--- config.mk ---
export PLATFORM = sky130hd
export DESIGN_NAME = supply_supervisor_watchdog_reset
export DESIGN_NICKNAME = d
export VERILOG_FILES = /design/src/inc/supervisor_pkg.sv /design/src/design/pushbutton_debounce.sv /design/src/design/supply_supervisor_watchdog_reset.sv
export SDC_FILE = /design/constraint.sdc
export NUM_CORES = 1
export LEC_CHECK = 0
export ABC_CLOCK_PERIOD_IN_PS = 8000
export BUFFER_PORTS_ARGS = -buffer_cell sky130_fd_sc_hd__buf_4
export CAP_MARGIN = 10
export CORE_MARGIN = 4
export CORE_UTILIZATION = 58
export CTS_BUF_LIST = sky130_fd_sc_hd__clkbuf_8
export DETAILED_ROUTE_END_ITERATION = 10
export PLACE_DENSITY = 0.87
export REMOVE_ABC_BUFFERS = 1
export SLEW_MARGIN = 10
export SYNTH_ARGS = -nofsm -noshare
export SYNTH_HDL_FRONTEND = slang
export SYNTH_SLANG_ARGS = --single-unit
--- constraint.sdc ---
create_clock -name clock -period 8 [get_ports clock]
set_input_delay 1.2 -clock clock [delete_from_list [all_inputs] [get_ports clock]]
set_output_delay 1.2 -clock clock [all_outputs]
set_load 0.005 [all_outputs]
--- src/inc/supervisor_pkg.sv ---
// package: constants for the supply supervisor with watchdog and reset stretch
// Operation
// - active-low reset output is open-drain, pulls only
// - active-high push-pull reset is inverse of active-low
// - undervoltage asserts both; margin input picks 10%/5%
// - hold resets 250ms after undervoltage clears, incl. power-up
// - resets stay asserted while supply stays low
// - debounced manual low asserts both resets
// - hold resets 250ms after the debounced release, which comes 19ms after manual input returns high
// - manual low pulses over 20ms always recognised
// - timeout select: ground 150ms, open 610ms, supply 1200ms
// - no strobe falling edge before timeout asserts resets
// - strobe pulses of 20ns are detected
// - strobe ignored while reset is asserted
// - watchdog cannot be disabled; only falling edge restarts
package supervisor_pkg;
    // clock and time base
    localparam int unsigned CLOCK_HZ = 100_000_000;
    localparam int unsigned TICK_US = 1000;
    localparam int unsigned TICK_CYCLES = CLOCK_HZ / 1_000_000 * TICK_US;
    localparam int TICK_W = 17;
    // interval counts in 1 ms ticks
    localparam int CNT_W = 11;
    localparam int unsigned STRETCH_MS = 250;
    localparam logic [CNT_W-1:0] STRETCH_TICKS = CNT_W'(STRETCH_MS + 1);
    localparam int unsigned PB_MIN_LOW_MS = 20;
    localparam logic [CNT_W-1:0] PB_TICKS = CNT_W'(PB_MIN_LOW_MS - 1);
    localparam int unsigned WD_GND_MS = 150;
    localparam int unsigned WD_OPEN_MS = 610;
    localparam int unsigned WD_VCC_MS = 1200;
    localparam logic [CNT_W-1:0] WD_GND_TICKS = CNT_W'(WD_GND_MS);
    localparam logic [CNT_W-1:0] WD_OPEN_TICKS = CNT_W'(WD_OPEN_MS);
    localparam logic [CNT_W-1:0] WD_VCC_TICKS = CNT_W'(WD_VCC_MS);
    // three-level timeout select coding
    localparam logic [1:0] TD_GND = 2'h0;
    localparam logic [1:0] TD_OPEN = 2'h1;
    localparam logic [1:0] TD_VCC = 2'h2;
    // register byte offsets
    localparam logic [7:0] CTRL_OFS = 8'h00;
    localparam logic [7:0] STATUS_OFS = 8'h04;
    localparam logic [7:0] WDCOUNT_OFS = 8'h08;
    // control fields
    localparam int CTRL_SOFT_RESET_BIT = 0;
    // status fields
    localparam int ST_RESET_ACTIVE_BIT = 0;
    localparam int ST_SUPPLY_LOW_BIT = 1;
    localparam int ST_PB_PRESSED_BIT = 2;
    localparam int ST_MARGIN_BIT = 3;
    localparam int ST_PIN_LEVEL_BIT = 4;
    localparam int ST_TD_LSB = 8;
    localparam int ST_STATE_LSB = 12;
    // reset values
    localparam logic [31:0] RDATA_RESET = 32'h0000_0000;
    localparam logic [CNT_W-1:0] CNT_RESET = 11'h000;
    // supervisor states, one-hot
    typedef enum logic [2:0] {
        SV_HOLD = 3'h1,
        SV_STRETCH = 3'h2,
        SV_RUN = 3'h4
    } sv_state_e;
endpackage : supervisor_pkg

--- src/design/pushbutton_debounce.sv ---
// module: tick-based debouncer for the manual reset input
`timescale 1ns/100ps
`default_nettype none
module pushbutton_debounce (
    input wire logic clock,
    input wire logic resetn,
    input wire logic tick,
    input wire logic button_n,
    output logic pressed
);
    logic [supervisor_pkg::CNT_W-1:0] low_cnt_reg;
    logic [supervisor_pkg::CNT_W-1:0] high_cnt_reg;
    logic pressed_reg;
    wire low_done = (low_cnt_reg >= supervisor_pkg::PB_TICKS);
    wire high_done = (high_cnt_reg >= supervisor_pkg::PB_TICKS);

    // widen a one-bit increment to the counter width
    function automatic logic [supervisor_pkg::CNT_W-1:0] cnt_inc(input logic inc);
        cnt_inc = {{(supervisor_pkg::CNT_W-1){1'b0}}, inc};
    endfunction : cnt_inc

    // any opposite sample restarts a run, so contact bounce never counts
    always_ff @(posedge clock) begin
        if (!resetn) begin
            low_cnt_reg <= supervisor_pkg::CNT_RESET;
            high_cnt_reg <= supervisor_pkg::CNT_RESET;
        end else begin
            low_cnt_reg <= button_n ? supervisor_pkg::CNT_RESET : low_cnt_reg + cnt_inc(tick && !low_done);
            high_cnt_reg <= !button_n ? supervisor_pkg::CNT_RESET : high_cnt_reg + cnt_inc(tick && !high_done);
        end
    end

    // press after a long low run, release after a long high run
    always_ff @(posedge clock) begin
        if (!resetn) begin
            pressed_reg <= 1'b0;
        end else if (!button_n && low_done) begin
            pressed_reg <= 1'b1;
        end else if (button_n && high_done) begin
            pressed_reg <= 1'b0;
        end
    end

    assign pressed = pressed_reg;
endmodule : pushbutton_debounce
`default_nettype wire

--- src/design/supply_supervisor_watchdog_reset.sv ---
// module: supply supervisor, push-button and watchdog reset generator with AHB-Lite status
`timescale 1ns/100ps
`default_nettype none
module supply_supervisor_watchdog_reset #(
    parameter int unsigned TICK_CYCLES = supervisor_pkg::TICK_CYCLES
) (
    input wire logic clock,
    input wire logic resetn,
    // supply comparator, straps, manual input and watchdog strobe
    input wire logic supply_low,
    input wire logic trip_margin_select,
    input wire logic [1:0] timeout_select,
    input wire logic manual_reset_n,
    input wire logic watchdog_kick_n,
    // reset pins and margin output
    input wire logic reset_n_in,
    output logic reset_n_out,
    output logic reset_n_oe,
    output logic reset_out,
    output logic margin_10pct,
    // AHB-Lite slave
    input wire logic hsel,
    input wire logic [31:0] haddr,
    input wire logic [1:0] htrans,
    input wire logic hwrite,
    input wire logic [2:0] hsize,
    input wire logic [31:0] hwdata,
    input wire logic hready,
    output logic [31:0] hrdata,
    output logic hreadyout,
    output logic hresp
);
    localparam int CW = supervisor_pkg::CNT_W;
    localparam int TW = supervisor_pkg::TICK_W;

    // widen a one-bit increment to the counter width
    function automatic logic [CW-1:0] inc_of(input logic bit_in);
        inc_of = {{(CW-1){1'b0}}, bit_in};
    endfunction : inc_of

    // timeout in ticks for a three-level select code
    function automatic logic [CW-1:0] wd_limit_of(input logic [1:0] sel);
        logic [CW-1:0] lim;
        // code 3 has no strap meaning; it falls back to the longest timeout
        lim = supervisor_pkg::WD_VCC_TICKS;
        if (sel == supervisor_pkg::TD_GND) begin
            lim = supervisor_pkg::WD_GND_TICKS;
        end else if (sel == supervisor_pkg::TD_OPEN) begin
            lim = supervisor_pkg::WD_OPEN_TICKS;
        end
        wd_limit_of = lim;
    endfunction : wd_limit_of

    logic [supervisor_pkg::TICK_W-1:0] div_reg;
    logic tick_reg;
    logic kick_prev_reg;
    logic soft_req_reg;
    // interval counters, all in ms ticks
    logic [CW-1:0] stretch_cnt_reg;
    logic [CW-1:0] wd_cnt_reg;
    logic reset_active_reg;
    logic margin_reg;
    // bus-side registers
    logic wr_pend_reg;
    logic [7:0] wr_addr_reg;
    logic [31:0] hrdata_reg;
    logic hreadyout_reg;
    logic pb_pressed;
    supervisor_pkg::sv_state_e state_reg;
    supervisor_pkg::sv_state_e state_next;

    // free-running 1 ms time base shared by every interval counter
    wire div_wrap = (div_reg == TW'(TICK_CYCLES - 1));

    always_ff @(posedge clock) begin
        if (!resetn) begin
            div_reg <= '0;
            tick_reg <= 1'b0;
        end else begin
            div_reg <= div_wrap ? '0 : div_reg + 1'b1;
            tick_reg <= div_wrap;
        end
    end

    // manual input debouncing lives in its own module
    pushbutton_debounce u_debounce (
        .clock(clock),
        .resetn(resetn),
        .tick(tick_reg),
        .button_n(manual_reset_n),
        .pressed(pb_pressed)
    );

    // strobe edge: two samples suffice since a 20 ns pulse spans two clocks
    wire kick_fall = kick_prev_reg && !watchdog_kick_n;
    wire in_run = (state_reg == supervisor_pkg::SV_RUN);
    wire kick_taken = in_run && kick_fall;
    wire [CW-1:0] wd_limit = wd_limit_of(timeout_select);
    wire wd_expire = in_run && (wd_cnt_reg >= wd_limit);
    wire hold_cause = supply_low || pb_pressed;
    wire pulse_cause = wd_expire || soft_req_reg;
    wire stretch_done = (stretch_cnt_reg >= supervisor_pkg::STRETCH_TICKS);

    always_ff @(posedge clock) begin
        if (!resetn) begin
            kick_prev_reg <= 1'b1;
        end else begin
            kick_prev_reg <= watchdog_kick_n;
        end
    end

    // level causes hold, one-shot causes restart the stretch
    always_comb begin
        state_next = state_reg;
        case (state_reg)
            supervisor_pkg::SV_HOLD: begin
                if (!hold_cause) begin
                    state_next = supervisor_pkg::SV_STRETCH;
                end
            end
            supervisor_pkg::SV_STRETCH: begin
                if (hold_cause) begin
                    state_next = supervisor_pkg::SV_HOLD;
                end else if (stretch_done && !pulse_cause) begin
                    state_next = supervisor_pkg::SV_RUN;
                end
            end
            supervisor_pkg::SV_RUN: begin
                if (hold_cause) begin
                    state_next = supervisor_pkg::SV_HOLD;
                end else if (pulse_cause) begin
                    state_next = supervisor_pkg::SV_STRETCH;
                end
            end
            default: begin
                state_next = supervisor_pkg::SV_HOLD;
            end
        endcase
    end

    // power-up starts in hold so the stretch also covers power-on
    always_ff @(posedge clock) begin
        if (!resetn) begin
            state_reg <= supervisor_pkg::SV_HOLD;
        end else begin
            state_reg <= state_next;
        end
    end

    // stretch count restarts on every new cause, so at least 250 full ticks pass
    wire stretch_keep = (state_reg == supervisor_pkg::SV_STRETCH) && !pulse_cause && !stretch_done;

    always_ff @(posedge clock) begin
        if (!resetn) begin
            stretch_cnt_reg <= supervisor_pkg::CNT_RESET;
        end else if (state_reg != supervisor_pkg::SV_STRETCH || pulse_cause) begin
            stretch_cnt_reg <= supervisor_pkg::CNT_RESET;
        end else begin
            stretch_cnt_reg <= stretch_cnt_reg + inc_of(stretch_keep && tick_reg);
        end
    end

    // watchdog has no enable: it always runs outside reset
    always_ff @(posedge clock) begin
        if (!resetn) begin
            wd_cnt_reg <= supervisor_pkg::CNT_RESET;
        end else if (!in_run || kick_taken) begin
            wd_cnt_reg <= supervisor_pkg::CNT_RESET;
        end else if (!wd_expire) begin
            wd_cnt_reg <= wd_cnt_reg + inc_of(tick_reg);
        end
    end

    // pins: open-drain low side and push-pull inverse share one flop source
    always_ff @(posedge clock) begin
        if (!resetn) begin
            reset_active_reg <= 1'b1;
            margin_reg <= 1'b0;
        end else begin
            reset_active_reg <= (state_next != supervisor_pkg::SV_RUN);
            margin_reg <= trip_margin_select;
        end
    end

    assign reset_n_out = 1'b0;
    assign reset_n_oe = reset_active_reg;
    assign reset_out = reset_active_reg;
    assign margin_10pct = margin_reg;

    // AHB-Lite: zero wait states, always OKAY
    // map: word 0 control, word 1 status, word 2 watchdog count
    // control bit 0 written high restarts the stretch like an expiry would
    // status keeps pin, cause and state bits apart so software can tell why
    // anything outside the three words reads zero and ignores writes
    // byte and halfword accesses are refused the same way, since fields span bytes
    wire addr_phase = hsel && htrans[1] && hready;
    wire [7:0] addr_lo = haddr[7:0];
    wire addr_ctrl = (addr_lo == supervisor_pkg::CTRL_OFS);
    wire addr_status = (addr_lo == supervisor_pkg::STATUS_OFS);
    wire addr_wdcount = (addr_lo == supervisor_pkg::WDCOUNT_OFS);
    wire upper_zero = (haddr[31:8] == 24'h000000) && (hsize == 3'h2);
    wire [31:0] status_word = {16'h0000, 1'b0, state_reg, 1'b0, 1'b0, timeout_select,
        3'h0, reset_n_in, margin_reg, pb_pressed, supply_low, reset_active_reg};
    wire [31:0] rd_mux = !upper_zero ? 32'h0000_0000 :
        addr_ctrl ? {31'h0000_0000, soft_req_reg} :
        addr_status ? status_word :
        addr_wdcount ? {21'h00_0000, wd_cnt_reg} : 32'h0000_0000;
    wire wr_ctrl_hit = wr_pend_reg && (wr_addr_reg == supervisor_pkg::CTRL_OFS);

    // read data captured at the address phase so it stands in the data phase
    always_ff @(posedge clock) begin
        if (!resetn) begin
            hrdata_reg <= supervisor_pkg::RDATA_RESET;
            hreadyout_reg <= 1'b0;
            wr_pend_reg <= 1'b0;
            wr_addr_reg <= 8'h00;
        end else begin
            hreadyout_reg <= 1'b1;
            wr_pend_reg <= addr_phase && hwrite && upper_zero;
            wr_addr_reg <= addr_lo;
            if (addr_phase && !hwrite) begin
                hrdata_reg <= rd_mux;
            end
        end
    end

    // software reset request is a one-cycle pulse into the stretch path
    always_ff @(posedge clock) begin
        if (!resetn) begin
            soft_req_reg <= 1'b0;
        end else begin
            soft_req_reg <= wr_ctrl_hit && hwdata[supervisor_pkg::CTRL_SOFT_RESET_BIT];
        end
    end

    assign hrdata = hrdata_reg;
    assign hreadyout = hreadyout_reg;
    assign hresp = 1'b0;
endmodule : supply_supervisor_watchdog_reset
`default_nettype wire

[Word level (Yosys, flattened, before mapping)]
Index checks and enable logic that the tools add are counted.
W data, S select, Z words.
Operators by class
  add/subtract/negate cells: 5
  multiply operators: 0
  div/mod/pow operators: 0
  magnitude comparators: 4
  equality and inequality tests: 10
  shift operators: 0
  mux-type cells: 15
  bitwise logic cells: 1
  reductions and logical operators: 41
Operators with widths (number)
  $mux W15: 3
  $add A11 B1 Y11: 4
  $mux W11: 3
  $logic_not A24 Y1: 1
  $ge A11 B5 Y1 const B: 2
  $logic_and A1 B1 Y1: 19
  $add A17 B1 Y17 const B: 1
  $eq A17 B17 Y1 const B: 1
  $logic_not A8 Y1: 2
  $mux W3: 5
  $ge A11 B11 Y1: 1
  $ge A11 B8 Y1 const B: 1
  $pmux W3 S3: 1
  $eq A8 B3 Y1 const B: 1
  $eq A8 B4 Y1 const B: 1
  $logic_not A1 Y1: 8
  $reduce_or A2 Y1: 4
  $eq A3 B2 Y1 const B: 2
  $logic_or A1 B1 Y1: 4
  $eq A3 B1 Y1 const B: 1
  $eq A3 B3 Y1 const B: 1
  $mux W1: 3
  $ne A3 B2 Y1 const B: 1
  $ne A3 B3 Y1 const B: 1
  other kinds (5): 5
Word-level totals
  flip-flop bits (word level): 112
  latch bits: 0
  memory bits (writable): 0
  ROM bits: 0
  output and inout bits: 38
  word-level logic and storage cells: 92
  memories: 0

[Depth between registers and ports, before layout]
Gate-level depths: netlist of run 1.
  word-level depth: 12
  depth in mapped cells: 12
  depth with buffers taken out: 10

[By module]
Synthesis of run 1 repeated with hierarchy kept, for this count alone.
Second synthesis, totals
  cells, all modules: 510
  area total of the unflattened synthesis: 4546.9 sq um
Modules (own cells, without submodules)
  supply_supervisor_watchdog_reset: times used 1, cells each 397, area an instance 3519.6 sq um, seq. area each 1421.4 sq um
  pushbutton_debounce: times used 1, cells each 113, area an instance 1027.2 sq um, seq. area each 460.4 sq um

[Worst setup path before layout of run 1]
OpenSTA, ideal clock, no wires.
  path kind: input-to-reg
  start point: in timeout_select[0]
  end point: reg wd_cnt_reg[10]
  library setup time: 70 ps
  arrival time: 3414 ps
  data required time: 7930 ps
  slack: 4515 ps
  stages on the path: 9
  path buffers: 1
  cell sequence: or2_2 -> ha_1 -> nor2b_1 -> a2111oi_4 -> o21ai_1 -> a221o_1 -> buf_6 -> or4_1 -> a21oi_1
Between the ends
  cells in the longest elaborated chain, start to end: 5
  elaborated cells on any way between the ends: 6
  classes of those cells: 1 x order compare; 1 x eq/ne; 2 x mux; 2 x reduce/logical
Ends and longest elaborated chain
  from (decl): RTL line supply_supervisor_watchdog_reset.sv:12  | input wire logic [1:0] timeout_select,
  $eq A2 B1 Y1: RTL line supply_supervisor_watchdog_reset.sv:48  | end else if (sel == supervisor_pkg::TD_OPEN) begin
  $mux W11: RTL line supply_supervisor_watchdog_reset.sv:48
  $mux W11 (*): RTL line supply_supervisor_watchdog_reset.sv:46  | if (sel == supervisor_pkg::TD_GND) begin
  $ge A11 B11 Y1 (*): RTL line supply_supervisor_watchdog_reset.sv:99  | wire wd_expire = in_run && (wd_cnt_reg >= wd_limit);
  $logic_and A1 B1 Y1 (*): RTL line supply_supervisor_watchdog_reset.sv:99
  to (signal assigned): RTL line supply_supervisor_watchdog_reset.sv:166  | wd_cnt_reg <= supervisor_pkg::CNT_RESET;
  to (signal assigned): RTL line supply_supervisor_watchdog_reset.sv:168  | wd_cnt_reg <= supervisor_pkg::CNT_RESET;
  to (signal assigned): RTL line supply_supervisor_watchdog_reset.sv:170  | wd_cnt_reg <= wd_cnt_reg + inc_of(tick_reg);
  to (decl): RTL line supply_supervisor_watchdog_reset.sv:60  | logic [CW-1:0] wd_cnt_reg;
Mark *: on every way between the ends. The rest lies on a longest branch, timed or not.
A chain may end at the register's enable or synchronous reset.

[Final worst setup path of run 1]
  start point: in timeout_select[1]
  end point: reg wd_cnt_reg[5]
The elaborated chain is that of the path after synthesis.

==> flow_summary.ini, run 1 <==
[worst_setup_path]
end_kind = flip-flop
crit_required_ps = 8280
timing.critical_path.from_type = primary input
worstPathArrival_ps = 4080
critPathKind = in -> reg
ff2ff_path_depth = 7
critPathMaxFanout = 22

[drt]
drt-total-wl_mm = 9.14
drc = 0
highest_layer = met4
dr_total_vias = 3611
routed-wl-met2_mm = 4.49
wl_met3_um = 555
drtIter0Drc = 178
route.antenna.remaining_nets = 0
wl_per_cell_um = 14.0
drtPass1Iterations = 4
met1Wirelength_mm = 3.89
routed_via_density = 5.52

[die]
core.rowCount = 31
die_w_um = 94.7
initial_utilization_pct = 59.8
dieArea_um2 = 8970
core_um2 = 7290
die_h_um = 94.7
ioPinCount = 119

[pwr]
combPwrFrac_pct = 5.6
power_density_nw_per_um2 = 171
power_leakage_nw = 1.98
power_frac_clock_pct = 39.3
intPower_mw = 0.675
p_sw_share_pct = 21.7
power_frac_seq_pct = 55.1
vdd_drop_max_mv = 0.120
total_switching_power_mw = 0.187
power_mw = 0.862

[clock_tree]
cts.path.max_buffers = 2
cts_tree = done
clk_latency_ps = 350
cts_post_setup_buffers_inserted = 0
cts_made_buffers = 9
cts.clk_slew.worst_paths_ps = 90
cts_root_buf = clkbuf_8
cts.sinks = 94
cts_resized = 0
htreeDepth = 3
cts_hold_buf = 0

[sta]
worst_pin_slew_ps = 860
fmax_mhz = 263
finalMaxSlewViolations = 0
setup_viol = 0
hold-worst-slack_ps = 425
finalCriticalPeriod_ps = 3800
min_period_over_period_pct = 47.5
slew_headroom_pct = 42.1
fin_tns_setup_ps = 0
finalHoldViolations = 0
skew_ps = 6.12
worst_slack_ps = 4200
rsz0062_at_grt = false

[global_route]
grt.total_usage_pct = 21.0
grt.overflow.total = 0
antenna_found_initial = 0
grt_pass1_wl_mm = 15.2
grt_max_degree = 42
first_global_vias = 3474

[logic_synthesis]
synth_edf_count = 0
async_flop_share_pct = 0
synth_seq_cells = 94
yosys_warnings = 0
synth_area_um2 = 4360
synth_ff_type = dfxtp_1
avgSynthCellArea_um2 = 8.90
seq_area_frac_synth_pct = 43.1
syn_inst = 490
synth.distinct_cells = 44

[place]
routabilityCongestion = 0.796
dp_hpwl_mm = 6.75
pre_cts_ws_ps = 3870
io_buffers = 66
place_inst = 638
place_area_um2 = 4820

[final_layout]
postLayoutCellArea_um2 = 5040
final_common_cell = dfxtp_1
fin_nets = 646
finalCoreUtilization_pct = 69.2
areaGrowthSynthToFinish_pct = 15.6
stdcell_count = 654
drive_above_1_share_pct = 15.5
largest_register_ffs = 17
layout_common_cells = dfxtp_1 (94), buf_4 (66), nor2_1 (50)
num_antenna_cells = 0

[flow_run]
cap_violations = 0

[run_status]
status = complete, no violations

[min_path]
hp-class = reg -> reg
min_path_cells = 1
synth_stat cells, types with 14 or more instances:
cell type	number	area share, %
a21oi_1	23	2.6
dfxtp_1	94	43
nand2_1	30	2.6
and2_1	16	2.3
o21ai_0	15	1.7
xor2_1	24	4.8
buf_4	21	3.6
a22oi_1	14	2.4
nand3_1	26	3.0
nor2_1	50	4.3
ha_1	15	4.3
nor2b_1	20	2.9
critical path, cell delays in order:
cell and delay, ps:
buf_4 120, nor2b_1 480, inv_1 150, ha_1 320
a211o_1 260, a21oi_1 110, o21ai_1 90, a221o_1 600
or4_1 590, a21oi_1 160
cells by family (layout without fill, tap and decap cells):
group	after synthesis	after routing	synth area share, %
buffers and inverters	47	93	6.20
flip-flops	94	94	43.1
multiplexers	3	3	0.688
other	1	20	0.0860
XOR/XNOR	34	34	6.83
adder cells (fa/ha/maj)	15	15	4.30
AND/OR/NAND/NOR	215	215	26.1
AO/OA/AOI/OAI	81	81	12.7
routing by layer:
| layer | track usage [%] | vias to the layer above |
|---|---|---|
| li1 | - | 1807 |
| met1 | 25.2 | 1681 |
| met2 | 36.3 | 101 |
| met3 | 5.18 | 22 |
| met4 | 7.81 | 0 |
| met5 | 0 | - |
cell type report:
cell class	count	area, µm²
Multi-Input combinational cell	368	2280
Fill cell	620	2250
Sequential cell	94	1880
Timing Repair Buffer	66	495
Clock buffer	9	124
Tap cell	99	124
Clock inverter	7	96.3
Inverter	11	41.3
final timing paths:
path                      from            end  slack, ps
max          timeout_select[1]  wd_cnt_reg[5]       4200
min             wr_addr_reg[6]   soft_req_reg        430
max reg2reg      wd_cnt_reg[2]  wd_cnt_reg[5]       5160
min reg2reg     wr_addr_reg[6]   soft_req_reg        430
power groups by stage:
| stage | clock [mW] | combinational, mW | sequential (mW) |
|---|---|---|---|
| 2_1_floorplan | 0 | 0.0207 | 0.486 |
| 3_3_place_gp | 0 | 0.0460 | 0.486 |
| 3_5_place_dp | 0 | 0.0476 | 0.486 |
| 5_1_grt | 0.365 | 0.0535 | 0.476 |
| 6_report | 0.339 | 0.0480 | 0.475 |
| 4_1_cts | 0.347 | 0.0479 | 0.475 |
(Power assumes the default switching activity.)
==> run 2, diff against run 1 <==
- ABC_CLOCK_PERIOD_IN_PS: 8000 -> 3600
- CORE_UTILIZATION: 58 -> 54
- PLACE_DENSITY: 0.87 -> 0.82
- clock period: 8 -> 3.6 ns (I/O delays scaled with it)
==> run 2 against run 1 <==
Register-to-register slack got worse by 4300 ps. Core utilization is 3.9 points lower. Critical path type unchanged. Combinational power is 120% higher. Highest routed layer unchanged. Non-clock buffer count increased by 2. Clock-buffer cell count rose by 1. Die area up 6.8%. Critical path depth unchanged. Sequential share of layout area shrank 0.38 points.
==> flow_summary.ini, run 2 (same netlist as run 1, synthesis figures left out) <==
[run_status]
status = complete, no violations

[pwr]
power_density_nw_per_um2 = 397
total_switching_power_mw = 0.428
combPwrFrac_pct = 5.3
vdd_drop_max_mv = 0.331
power_leakage_nw = 2.00
intPower_mw = 1.59
p_sw_share_pct = 21.2
power_frac_clock_pct = 42.4
power_frac_seq_pct = 52.3

[die]
initial_utilization_pct = 55.9
die_w_um = 97.9
die_h_um = 97.9
ioPinCount = 119
core.rowCount = 32
dieArea_um2 = 9580
core_um2 = 7810

[flow_run]
cap_violations = 0

[final_layout]
final_common_cell = dfxtp_1
drive_above_1_share_pct = 15.8
areaGrowthSynthToFinish_pct = 16.8
num_antenna_cells = 0
stdcell_count = 659
layout_common_cells = dfxtp_1 (94), buf_4 (68), nor2_1 (50)
largest_register_ffs = 17
fin_nets = 648

[clock_tree]
cts_tree = done
cts_hold_buf = 0
cts.clk_slew.worst_paths_ps = 100
cts.path.max_buffers = 2
cts_resized = 0
clk_latency_ps = 360
htreeDepth = 3
cts_root_buf = clkbuf_8
cts_post_setup_buffers_inserted = 0
cts.sinks = 94
cts_made_buffers = 9

[sta]
finalCriticalPeriod_ps = 2810
skew_ps = 14.7
worst_slack_ps = 788
finalHoldViolations = 0
setup_viol = 0
finalMaxSlewViolations = 0
fin_tns_setup_ps = 0
fmax_mhz = 356
slew_headroom_pct = 45.6
min_period_over_period_pct = 78.1
worst_pin_slew_ps = 796
rsz0062_at_grt = false

[worst_setup_path]
worst_path_largest_cell_delay_ps = 530
end_kind = flip-flop
critPathMaxFanout = 15
crit_chain = buf_4, or2_2, ha_1, nor2b_1, a2111oi_4, o21ai_1, a221o_1, buf_4, or3_1, a21oi_1
worstPathArrival_ps = 3100
ff2ff_path_depth = 8
critPathKind = in -> reg
cpMostUsedCell = buf_4
cp_slowest_cell = a221o_1
timing.critical_path.from_type = primary input
crit_required_ps = 3890

[drt]
drt-total-wl_mm = 9.15
dr_total_vias = 3593
drc = 0
routed_via_density = 5.45
route.antenna.remaining_nets = 0
drtIter0Drc = 153
drtPass1Iterations = 4
wl_per_cell_um = 13.9

[place]
routabilityCongestion = 0.890
dp_hpwl_mm = 6.83
io_buffers = 66
pre_cts_ws_ps = 393
place_inst = 643

[min_path]
min_path_cells = 2
hp-class = in -> reg

[global_route]
grt_pass1_wl_mm = 15.5
first_global_vias = 3456
antenna_found_initial = 0
grt.total_usage_pct = 19.5
grt_max_degree = 42
grt.overflow.total = 0
==> run 2: path summary, 6_finish.rpt <==
check | startpoint | to | slack [ps]
worst min register to register | wr_addr_reg[6] | soft_req_reg | 400
worst max-delay path | timeout_select[0] | wd_cnt_reg[4] | 790
worst max register to register | wd_cnt_reg[2] | wd_cnt_reg[4] | 840
worst min-delay path | watchdog_kick_n | kick_prev_reg | 360
==> run 2: cell type report <==
type / count / area [µm²]
Clock buffer: 10 / 138
Clock inverter: 6 / 115
Fill cell: 652 / 2710
Inverter: 11 / 41.3
Multi-Input combinational cell: 368 / 2280
Sequential cell: 94 / 1880
Tap cell: 102 / 128
Timing Repair Buffer: 68 / 510
==> run 2: power by group through the flow <==
stage	Sequential (mW)	Clock [mW]	Combinational, mW
final	1.06	0.857	0.108
after global placement	1.08	0	0.105
after detailed placement	1.08	0	0.108
after floorplan	1.08	0	0.0461
after global routing	1.06	0.920	0.120
after CTS	1.06	0.875	0.108
==> run 2: through the flow <==
stage | power [mW] | hold slack [ps] | util, % | cell area [µm²]
after global placement | 1.19 | 391 | 62.0 | 4840
after CTS | 2.04 | 349 | 65.3 | 5090
after global routing | 2.10 | 362 | 65.3 | 5090
final | 2.02 | 363 | 65.3 | 5090
after detailed placement | 1.19 | 386 | 62.0 | 4840
after floorplan | 1.13 | 373 | - | 4200
==> run 2: worst max-delay path, delay by kind of cell <==
kind / cells / cell delay [ps]
compound gates: 4 / 1080
buf+inv: 2 / 370
simple gates: 3 / 820
fa+ha+maj: 1 / 290
==> run 2: per-layer routing <==
layer	wire [µm]	global-route usage, %	vias to the layer above
met3	635	4.79	12
met4	164	8.84	0
li1	-	-	1816
met1	3970	23.4	1661
met5	0	0	-
met2	4380	32.8	104
==> run 3, diff against run 2 <==
- ABC_CLOCK_PERIOD_IN_PS: 3600 -> 2450
- CORE_UTILIZATION: 54 -> 49
- PLACE_DENSITY: 0.82 -> 0.78
- clock period: 3.6 -> 2.45 ns (I/O delays scaled with it)
==> run 3 against run 2 <==
Combinational power increased by 59%. Highest routed layer unchanged. Sequential power increased by 46%. Critical endpoint is now wd_cnt_reg[3]. Sequential share of layout area decreased by 1.7 points. Core utilization decreased by 3.7 points.
==> flow_summary.ini, run 3 (same netlist as run 1, synthesis figures left out) <==
[run_status]
status = complete, no violations

[worst_setup_path]
critPathKind = in -> reg
cp_slowest_cell = a221o_2
worstPathArrival_ps = 2660
crit_required_ps = 2740
rrSetupSlack_ps = 80
end_kind = flip-flop
crit_chain = buf_4, or2_4, ha_4, nor2b_2, a2111oi_4, o21ai_2, a221o_2, buf_6, or3_1, a21oi_2
timing.critical_path.from_type = primary input
worst_path_largest_cell_delay_ps = 440
critPathMaxFanout = 7

[final_layout]
fin_nets = 675
stdcell_count = 692
drive_above_1_share_pct = 22.8
postLayoutCellArea_um2 = 5340
layout_common_cells = dfxtp_1 (93), buf_4 (93), nor2_1 (49)
finalCoreUtilization_pct = 61.5
largest_register_ffs = 17
num_antenna_cells = 0
fillCellCount = 744
areaGrowthSynthToFinish_pct = 22.4

[place]
dp_hpwl_mm = 7.28
routabilityCongestion = 0.858
io_buffers = 66
place_inst = 669
pre_cts_ws_ps = -527
place_area_um2 = 5000

[die]
dieArea_um2 = 10500
core.rowCount = 34
initial_utilization_pct = 50.3
core_um2 = 8680
ioPinCount = 119
die_h_um = 102
die_w_um = 102

[pwr]
intPower_mw = 2.04
power_frac_seq_pct = 57.7
vdd_drop_max_mv = 0.226
power_frac_clock_pct = 35.9
power_leakage_nw = 2.12
power_mw = 2.69
total_switching_power_mw = 0.650
combPwrFrac_pct = 6.4
power_density_nw_per_um2 = 504
p_sw_share_pct = 24.1

[sta]
hold-worst-slack_ps = 186
slew_headroom_pct = 57.3
worst_slack_ps = 80.7
fmax_mhz = 422
finalMaxSlewViolations = 0
setup_viol = 0
skew_ps = 7.06
min_period_over_period_pct = 96.7
fin_tns_setup_ps = 0
finalHoldViolations = 0
worst_pin_slew_ps = 639
finalCriticalPeriod_ps = 2370

[global_route]
antenna_found_initial = 0
first_global_vias = 3567
grt_max_degree = 24
grt.overflow.total = 0
grt_pass1_wl_mm = 15.9
grt.total_usage_pct = 19.0

[clock_tree]
cts_made_buffers = 9
cts_tree = done
cts_root_buf = clkbuf_8
cts.clk_slew.worst_paths_ps = 90
cts_hold_buf = 0
cts.sinks = 94
cts.path.max_buffers = 2
htreeDepth = 3
clk_latency_ps = 360

[flow_run]
cap_violations = 0

[drt]
route.antenna.remaining_nets = 0
drt-total-wl_mm = 10.1
drtPass1Iterations = 5
drtIter0Drc = 247
drc = 0
routed_via_density = 5.48
dr_total_vias = 3790
wl_per_cell_um = 14.5

[min_path]
hp-class = in -> reg
-- run 3: power groups by stage --
stage          sequential (mW)  clock, mW  combinational, mW
2_1_floorplan             1.59          0             0.0677
3_3_place_gp              1.59          0              0.164
3_5_place_dp              1.59          0              0.166
4_1_cts                   1.55      0.978              0.168
5_1_grt                   1.56       1.05              0.191
6_report                  1.55      0.966              0.172
-- run 3: final timing paths --
path	from	end	depth (start not counted)
worst min register to register	wr_addr_reg[6]	soft_req_reg	1
worst min-delay path	watchdog_kick_n	kick_prev_reg	2
worst max register to register	wd_cnt_reg[2]	wd_cnt_reg[3]	8
worst max-delay path	timeout_select[0]	wd_cnt_reg[3]	10
-- run 3: cell type report --
| cell class | instances | area, µm² | area share [%] |
|---|---|---|---|
| Inverter | 11 | 41.3 | 0.773 |
| Clock buffer | 10 | 138 | 2.58 |
| Multi-Input combinational cell | 369 | 2390 | 44.7 |
| Tap cell | 108 | 135 | 2.53 |
| Clock inverter | 6 | 46.3 | 0.867 |
| Timing Repair Buffer | 94 | 709 | 13.3 |
| Sequential cell | 94 | 1880 | 35.3 |
-- run 3: routing by layer --
metal | vias to the layer above | GRT usage, % | wire length (µm)
met4 | 0 | 7.37 | 150
met2 | 125 | 32.5 | 4930
met3 | 16 | 4.57 | 769
met1 | 1774 | 23.2 | 4210
met5 | - | 0 | 0
li1 | 1875 | - | -
-- run 3: what timing repair did --
item,4_1_cts,5_1_grt
gates resized for setup,7,18
gates cloned,1,0
setup buffers,4,2
endpoints found under the setup margin,13,26
pin swaps,4,8
-- run 3: worst max-delay path: cells and delay by family --
family,cells,cell delay (ps)
AOI/OAI and AO/OA,4,1010
adders and majority gates,1,210
and+or+nand+nor,3,790
buffers and inverters,2,270
